File: config.mk
export PLATFORM = sky130hd
export DESIGN_NAME = ltmc_top
export DESIGN_NICKNAME = d
export VERILOG_FILES = /design/src/ltmc_pkg.sv /design/src/ltmc_filt_if.sv /design/src/ltmc_top.sv /design/src/ltmc_noise_filter.sv
export SDC_FILE = /design/constraint.sdc
export NUM_CORES = 1
export LEC_CHECK = 0
export ABC_AREA = 0
export BUFFER_PORTS_ARGS = -buffer_cell sky130_fd_sc_hd__buf_2
export CORE_ASPECT_RATIO = 0.8
export CORE_MARGIN = 1.5
export CORE_UTILIZATION = 54
export DETAILED_ROUTE_END_ITERATION = 8
export GPL_TIMING_DRIVEN = 1
export PLACE_DENSITY_LB_ADDON = 0.05
export SYNTH_ARGS = -nofsm -noshare
export SYNTH_HDL_FRONTEND = slang
export SYNTH_HIERARCHICAL = 1
export SYNTH_SLANG_ARGS = --single-unit
File: constraint.sdc
create_clock -name clk -period 2.4 [get_ports clk]
set_input_delay 0.12 -clock clk [delete_from_list [all_inputs] [get_ports clk]]
set_output_delay 0.12 -clock clk [all_outputs]
set_load 0.01 [all_outputs]
File: src/ltmc_pkg.sv
// Purpose: constants and types for the single-wire link transceiver mode control
// Assumes: 125 MHz clock, one transceiver
// Notes: timing figures kept in their own unit, cycle counts derived here
//
// Behaviour
// after reset the transceiver sits in off mode with driver and receiver idle.
// off mode may be selected whatever the chip operating mode is.
// in off mode bus wake activity is ignored and no wake is flagged.
// normal transceiver mode is accepted only while the chip is in its normal operating mode.
// the host keeps transmit input high until the enable time has elapsed.
// a low transmit input during enabling is not sent; only the next dominant bit after it is.
// in normal mode the bus is driven dominant while transmit input is low, else recessive.
// the filtered bus state is presented on the receive output.
// short noise pulses on the bus are filtered out before the receive output.
// the host picks the mode through two mode bits, one of them wake-capable.
// receive-only mode disables the driver but keeps reception, in chip normal and stop modes.
// in wake-capable mode a fall, a dominant longer than the wake filter time, then a rise is a wake.
// after a wake the receive output stays low until the host selects another mode.
// after a wake the mode bits still read the wake-capable code until rewritten.
// the enable period is timed from when normal mode takes effect and blocks sending.
// leaving normal mode forces the driver recessive whatever the transmit input is.
package ltmc_pkg;
  typedef enum logic [1:0] {
    LTMC_OFF     = 2'h0,
    LTMC_WAKE    = 2'h1,
    LTMC_RX_ONLY = 2'h2,
    LTMC_NORMAL  = 2'h3
  } ltmc_mode_t;

  typedef enum logic [1:0] {
    LTMC_CHIP_NORMAL  = 2'h0,
    LTMC_CHIP_STOP    = 2'h1,
    LTMC_CHIP_SLEEP   = 2'h2,
    LTMC_CHIP_RESTART = 2'h3
  } ltmc_chip_t;

  localparam int CLK_MHZ         = 125;
  // enable, wake filter and noise filter times, arbitrary plain defaults in us / ns
  localparam int EN_TIME_US      = 10;
  localparam int WAKE_FILT_US    = 30;
  localparam int NOISE_FILT_NS   = 1000;
  localparam int EN_CYC          = EN_TIME_US * CLK_MHZ;
  localparam int WAKE_CYC        = WAKE_FILT_US * CLK_MHZ;
  localparam int NOISE_CYC       = (NOISE_FILT_NS * CLK_MHZ + 999) / 1000;
  localparam int CNT_W           = 13;
endpackage

File: src/ltmc_filt_if.sv
`timescale 1ns/100ps
// Purpose: carries raw bus level into the noise filter and filtered level back
// Assumes: single clock domain
// Notes: none
interface ltmc_filt_if;
  logic raw;
  logic level;
  logic fall;
  logic rise;
  modport ctrl (output raw, input level, input fall, input rise);
  modport filt (input raw, output level, output fall, output rise);
endinterface

File: src/ltmc_top.sv
`timescale 1ns/100ps
// Purpose: mode control and data path of one single-wire link transceiver
// Assumes: host writes mode bits with a one-cycle strobe; bus level arrives on a pin
// Notes: no software registers; mode bits are plain ports
module ltmc_top
  import ltmc_pkg::*;
(
  // clock and reset
  input  wire logic       clk,
  input  wire logic       rst,
  input  wire logic       ce,
  // chip state and mode command
  input  wire logic [1:0] chip_mode,
  input  wire logic       mode_wr,
  input  wire logic [1:0] mode_wdata,
  output logic      [1:0] mode_bits,
  // host data pins
  input  wire logic       lin_transmit_input,
  output logic            lin_receive_output,
  // bus pins
  input  wire logic       bus_in,
  output logic            bus_out,
  output logic            bus_oe,
  // status
  output logic            wake_pulse,
  output logic            enabled
);
  ltmc_mode_t       mode;
  logic [1:0]       tx_sync;
  logic [1:0]       bus_sync;
  logic [CNT_W-1:0] en_cnt;
  logic             tx_block;
  logic [CNT_W-1:0] wk_cnt;
  logic             wk_armed;
  logic             wk_long;
  logic             woken;
  logic             accept;
  ltmc_filt_if      fif ();

  ////////////////////////////////////////////////////////////////////////
  // pin synchronisers
  // both pins idle high, so reset to high to avoid a false edge
  always_ff @(posedge clk or posedge rst)
  begin
    if (rst)
    begin
      tx_sync  <= 2'h3;
      bus_sync <= 2'h3;
    end
    else if (ce)
    begin
      tx_sync  <= {tx_sync[0], lin_transmit_input};
      bus_sync <= {bus_sync[0], bus_in};
    end
  end

  assign fif.raw = bus_sync[1];

  ltmc_noise_filter u_filt (
    .clk (clk),
    .rst (rst),
    .ce  (ce),
    .f   (fif.filt)
  );

  ////////////////////////////////////////////////////////////////////////
  // mode command check
  always_comb
  begin
    accept = 1'b0;
    case (ltmc_mode_t'(mode_wdata))
      // off always allowed
      LTMC_OFF:     accept = 1'b1;
      // normal only in chip normal mode
      LTMC_NORMAL:  accept = (chip_mode == LTMC_CHIP_NORMAL);
      // receive-only in normal and stop
      LTMC_RX_ONLY: accept = (chip_mode == LTMC_CHIP_NORMAL) || (chip_mode == LTMC_CHIP_STOP);
      // wake-capable kept open in every chip mode
      LTMC_WAKE:    accept = 1'b1;
      default:      accept = 1'b0;
    endcase
  end

  ////////////////////////////////////////////////////////////////////////
  // mode bits, off after reset
  always_ff @(posedge clk or posedge rst)
  begin
    if (rst)
      mode <= LTMC_OFF;
    else if (ce && mode_wr && accept)
      mode <= ltmc_mode_t'(mode_wdata);
  end

  // bits stay wake-capable after a wake
  assign mode_bits = mode;

  ////////////////////////////////////////////////////////////////////////
  // enable period timer from normal entry
  // saturates, so enabled stays a level rather than a pulse
  always_ff @(posedge clk or posedge rst)
  begin
    if (rst)
      en_cnt <= '0;
    else if (ce)
    begin
      if (mode != LTMC_NORMAL)
        en_cnt <= '0;
      else if (en_cnt != CNT_W'(EN_CYC))
        en_cnt <= en_cnt + 1'b1;
    end
  end

  assign enabled = (mode == LTMC_NORMAL) && (en_cnt == CNT_W'(EN_CYC));

  ////////////////////////////////////////////////////////////////////////
  // early dominant held off until tx returns high after enable
  always_ff @(posedge clk or posedge rst)
  begin
    if (rst)
      tx_block <= 1'b1;
    else if (ce)
    begin
      if (!enabled)
        tx_block <= 1'b1;
      else if (tx_sync[1])
        tx_block <= 1'b0;
    end
  end

  ////////////////////////////////////////////////////////////////////////
  // bus driver; recessive outside normal mode
  always_ff @(posedge clk or posedge rst)
  begin
    if (rst)
    begin
      bus_out <= 1'b1;
      bus_oe  <= 1'b0;
    end
    else if (ce)
    begin
      // open drain: only the enable moves, the level stays low
      bus_out <= 1'b0;
      bus_oe  <= enabled && !tx_block && !tx_sync[1];
    end
  end

  ////////////////////////////////////////////////////////////////////////
  // wake: fall, long dominant, rise
  always_ff @(posedge clk or posedge rst)
  begin
    if (rst)
    begin
      wk_cnt   <= '0;
      wk_armed <= 1'b0;
      wk_long  <= 1'b0;
    end
    else if (ce)
    begin
      if (mode != LTMC_WAKE || woken)
      begin
        wk_armed <= 1'b0;
        wk_long  <= 1'b0;
        wk_cnt   <= '0;
      end
      else if (fif.fall)
      begin
        wk_armed <= 1'b1;
        wk_long  <= 1'b0;
        wk_cnt   <= '0;
      end
      // rise ends a dominant; a short one must not leave its count armed
      else if (fif.rise)
      begin
        wk_armed <= 1'b0;
        wk_long  <= 1'b0;
        wk_cnt   <= '0;
      end
      else if (wk_armed && !fif.level)
      begin
        if (wk_cnt == CNT_W'(WAKE_CYC))
          wk_long <= 1'b1;
        else
          wk_cnt <= wk_cnt + 1'b1;
      end
    end
  end

  assign wake_pulse = ce && (mode == LTMC_WAKE) && !woken && wk_armed && wk_long && fif.rise;

  ////////////////////////////////////////////////////////////////////////
  // wake latch cleared by any accepted mode change, except when a wake pulse falls in the same cycle
  always_ff @(posedge clk or posedge rst)
  begin
    if (rst)
      woken <= 1'b0;
    else if (ce)
    begin
      if (wake_pulse)
        woken <= 1'b1;
      else if (mode_wr && accept && ltmc_mode_t'(mode_wdata) != mode)
        woken <= 1'b0;
      else if (mode == LTMC_OFF)
        woken <= 1'b0;
    end
  end

  ////////////////////////////////////////////////////////////////////////
  // receive output; idle high in off mode
  always_ff @(posedge clk or posedge rst)
  begin
    if (rst)
      lin_receive_output <= 1'b1;
    else if (ce)
    begin
      // the wake flag wins over the mode so the host sees it first
      if (woken)
        lin_receive_output <= 1'b0;
      else if (mode == LTMC_NORMAL || mode == LTMC_RX_ONLY)
        lin_receive_output <= fif.level;
      else
        lin_receive_output <= 1'b1;
    end
  end
endmodule

File: src/ltmc_noise_filter.sv
`timescale 1ns/100ps
// Purpose: debounce the synchronised bus level
// Assumes: raw input already synchronised
// Notes: level only moves after NOISE_CYC stable samples
module ltmc_noise_filter
  import ltmc_pkg::*;
(
  // clock and reset
  input  wire logic clk,
  input  wire logic rst,
  input  wire logic ce,
  // data
  ltmc_filt_if.filt f
);
  logic [CNT_W-1:0] cnt;
  logic             lvl;

  ////////////////////////////////////////////////////////////////////////
  // noise pulse rejection
  always_ff @(posedge clk or posedge rst)
  begin
    if (rst)
    begin
      cnt <= '0;
      lvl <= 1'b1;
    end
    else if (ce)
    begin
      if (f.raw == lvl)
        cnt <= '0;
      else if (cnt == CNT_W'(NOISE_CYC - 1))
      begin
        cnt <= '0;
        lvl <= f.raw;
      end
      else
        cnt <= cnt + 1'b1;
    end
  end

  assign f.level = lvl;
  assign f.fall  = ce && lvl && !f.raw && (cnt == CNT_W'(NOISE_CYC - 1));
  assign f.rise  = ce && !lvl && f.raw && (cnt == CNT_W'(NOISE_CYC - 1));
endmodule

==> results.py <==
metrics = {
    "run_status": {
        "status": "complete, but fails checks",
        "violations": "setup timing",
    },
    "synth": {
        "ys.flop_type": "dfrtp_1",
        "yosysTopAreaCell": "dfrtp_1",
        "syn_avg_cell_area_sq_um": 9.79,
        "synth_cells": 291,
        "ys_top_cells_by_area": "dfrtp_1 40%, dfstp_2 7.4%, nand2_1 3.3%",
        "yosysMostFrequentCell": "dfrtp_1",
        "ys_ff_latch": 53,
        "synthTopCellsByCount": "45 x dfrtp_1, 25 x nand2_1, 23 x nor2_1",
        "mappedNetlistArea_sq_mm": 0.00285,
        "seq_area_frac_synth": 0.469,
        "synth_edf_count": 0,
        "syn_nets": 307,
        "synth.distinct_cells": 57,
        "synth_top_cell_area_share": 0.395,
        "ys.warnings.count": 6,
        "synthArstFlopShare": 1.00,
    },
    "worst_setup_path": {
        "rr_worst_depth": 9,
        "crit_chain": "or4_4 > or4_4 > nor3b_4 > nand4_1 > nor2_2 > buf_2",
        "r2r_slack_ns": -0.06,
        "worstPathRequired_ns": 2.28,
        "slowest_stage": "or4_4",
        "cp.buffers_inverters": 1,
        "cp_slowest_stage_delay_ns": 0.54,
        "critPathKind": "flop to output pin",
        "cp.arrival_ns": 2.37,
        "cpMostUsedCell": "or4_4",
        "crit_path_max_fanout": 2,
        "critPathLaunchType": "flop",
        "cp_top_family": "simple AND/OR/NAND/NOR gates",
        "critPathCaptureType": "output pin",
        "rr_startpoint": "u_filt/cnt[10]$_DFFE_PP0P_",
        "reg2reg_to": "wk_cnt[2]$_DFFE_PP0P_",
    },
    "floorplanning": {
        "start_util": 0.566,
        "pin_count": 17,
        "die_y_um": 68.0,
        "num_rows": 23,
        "die_area_sq_mm": 0.00573,
        "coreArea_sq_mm": 0.00504,
        "die_w_um": 84.2,
    },
    "clocking": {
        "clk_pin_slew_ns": 0.09,
        "cts_tree": "done",
        "cts_buffers": 5,
        "clock-sinks": 53,
        "root_buffer": "clkbuf_8",
        "clk_latency_ns": 0.30,
        "cts_max_level": 2,
        "clockBufferDepth": 2,
    },
    "timing": {
        "finClkSkew_ns": 0.00749,
        "fin_crit_ns": 2.49,
        "relSlewSlack": 0.598,
        "final_hold_viol_count": 0,
        "setup_violations": 15,
        "rsz0062_at_grt": "yes",
        "holdWs_ns": 0.0407,
        "max_freq_mhz": 401,
        "setup_slack_ns": -0.0918,
        "slew_viol_final": 0,
        "worst_slew_pin_slew_ns": 0.603,
        "period_share": 1.04,
    },
    "pwr": {
        "power.density_mw_per_mm2": 548,
        "pwr-share-seq": 0.587,
        "ir_worst_vdd_uv": 368,
        "p_clk_frac": 0.280,
        "sw_frac_of_total": 0.284,
        "power.internal_mw": 1.25,
        "p_switching_mw": 0.498,
        "combPwrFrac": 0.133,
        "p_leak_nw": 1.35,
    },
    "run": {
        "maxCapViolCount": 0,
    },
    "worst_hold_path": {
        "worstHoldPathType": "primary input to flop",
        "min_to": "bus_sync[0]$_DFFE_PP1P_",
        "whs_path_depth": 2,
        "hp-start": "bus_in",
    },
    "place": {
        "dpl.hpwl_mm": 3.82,
        "place_congestion": 0.813,
        "pre_cts_ws_ns": 0.0398,
        "io_buffers": 16,
    },
    "global_routing": {
        "grt_antenna_before_repair": 0,
        "grt_first_pass_wirelength_mm": 9.85,
        "gr-usage-all-layers": 0.214,
        "grt-ovfl-total": 0,
        "grt_max_degree": 40,
        "grt_pass1_vias": 2109,
    },
    "detailed_routing": {
        "drc_errors": 0,
        "drtPass1Iterations": 4,
        "ant_nets": 0,
        "wirelength_mm": 5.51,
        "drt_iter0_drc": 196,
        "drt-vias-per-instance": 5.99,
        "detail_route.wl_per_cell_um": 14.4,
        "vias": 2290,
    },
    "cells_and_area": {
        "fin_nets": 335,
        "areaGrowthSynthToFinish_pct": 12.1,
        "antennaDiodeCount": 0,
        "drive_above_1_share": 0.219,
    },
}
[layout make-up]
type                    count  area (sq um)
clock buffers               6          72.6
inverters                  14          52.6
multi-input cells         216          1460
flip-flops and latches     53          1340
fillers                   418          1840
clock inverters             2          10.0
repair buffers             29           191
well taps                  62          77.6
[layout by cell type (no fill, tap or decap), types with 7 or more instances in the layout]
| cell type | Yosys | routed |
|---|---|---|
| buf_2 | 4 | 16 |
| a21oi_1 | 18 | 18 |
| nand2_1 | 25 | 25 |
| buf_4 | 1 | 9 |
| dfstp_2 | 8 | 8 |
| nor2_1 | 23 | 21 |
| inv_1 | 14 | 14 |
| a31oi_1 | 9 | 9 |
| o21ai_0 | 14 | 13 |
| nor4_1 | 8 | 8 |
| nand3_1 | 12 | 12 |
| xnor2_1 | 10 | 10 |
| xor2_1 | 7 | 7 |
| nand4_1 | 15 | 15 |
| mux2_2 | 8 | 8 |
| dfrtp_1 | 45 | 45 |
[flip-flops by register name, summed over array words and instances, names as in the netlist, 2 cells and up]
register    flops
tx_sync         2
en_cnt         13
mode_bits       2
bus_sync        2
wk_cnt         13
u_filt/cnt     13
[power groups by stage]
stage	clock (mW)	combinational (mW)	sequential, mW
6_report	0.491	0.233	1.03
5_1_grt	0.537	0.265	1.04
4_1_cts	0.507	0.230	1.03
3_5_place_dp	0	0.226	1.04
3_3_place_gp	0	0.225	1.04
2_1_floorplan	0	0.182	1.02
[metal layers]
metal	wire (um)	GRT usage	vias to the layer above
met4	53	0.0512	0
met5	0	0	-
met3	328	0.0410	8
met1	2900	0.323	1083
li1	-	-	1135
met2	2230	0.319	64
[cells by family (layout without fill, tap and decap cells)]
kind of cell / after synthesis / in the layout / share of synthesized area
adders and majority gates: 6 / 6 / 0.0263
AOI/OAI and AO/OA: 60 / 60 / 0.131
buffers and inverters: 22 / 51 / 0.0320
DFF: 53 / 53 / 0.469
and+or+nand+nor: 123 / 123 / 0.249
xor gates and xnor gates: 17 / 17 / 0.0522
muxes: 10 / 10 / 0.0404
[how the worst max path moves through the flow]
| stage | slack (ns) | start | to | cells after the start |
|---|---|---|---|---|
| finish | -0.09 | u_filt/cnt[10]$_DFFE_PP0P_ | wake_pulse | 6 |
| CTS | -0.14 | u_filt/cnt[10]$_DFFE_PP0P_ | wake_pulse | 6 |
| global route | -0.19 | u_filt/cnt[10]$_DFFE_PP0P_ | wake_pulse | 6 |
| detailed placement | 0.04 | u_filt/cnt[8]$_DFFE_PP0P_ | wk_cnt[12]$_DFFE_PP0P_ | 7 |
| floorplan | 0.009 | u_filt/cnt[8]$_DFFE_PP0P_ | wk_cnt[10]$_DFFE_PP0P_ | 7 |
| global placement | 0.08 | u_filt/cnt[8]$_DFFE_PP0P_ | wk_cnt[4]$_DFFE_PP0P_ | 7 |
[stage by stage]
stage | TNS, ns | utilization | std cells | power, mW | cell area [sq um]
final | -0.734 | 0.635 | 382 | 1.75 | 3200
after global routing | -2.15 | 0.635 | 382 | 1.84 | 3200
after CTS | -0.135 | 0.628 | 380 | 1.76 | 3160
after detailed placement | 0 | 0.603 | 369 | 1.27 | 3040
after global placement | 0 | 0.603 | 369 | 1.26 | 3040
after floorplan | 0 | - | 291 | 1.20 | 2860
[what timing repair did]
action,CTS,global route
endpoints found under the setup margin,1,13
hold endpoints to repair,45,0
setup buffers,2,2
pin swaps,5,7
hold buffers,1,0
resized for setup,3,6
Note: power is estimated with default switching activity, not from simulation.
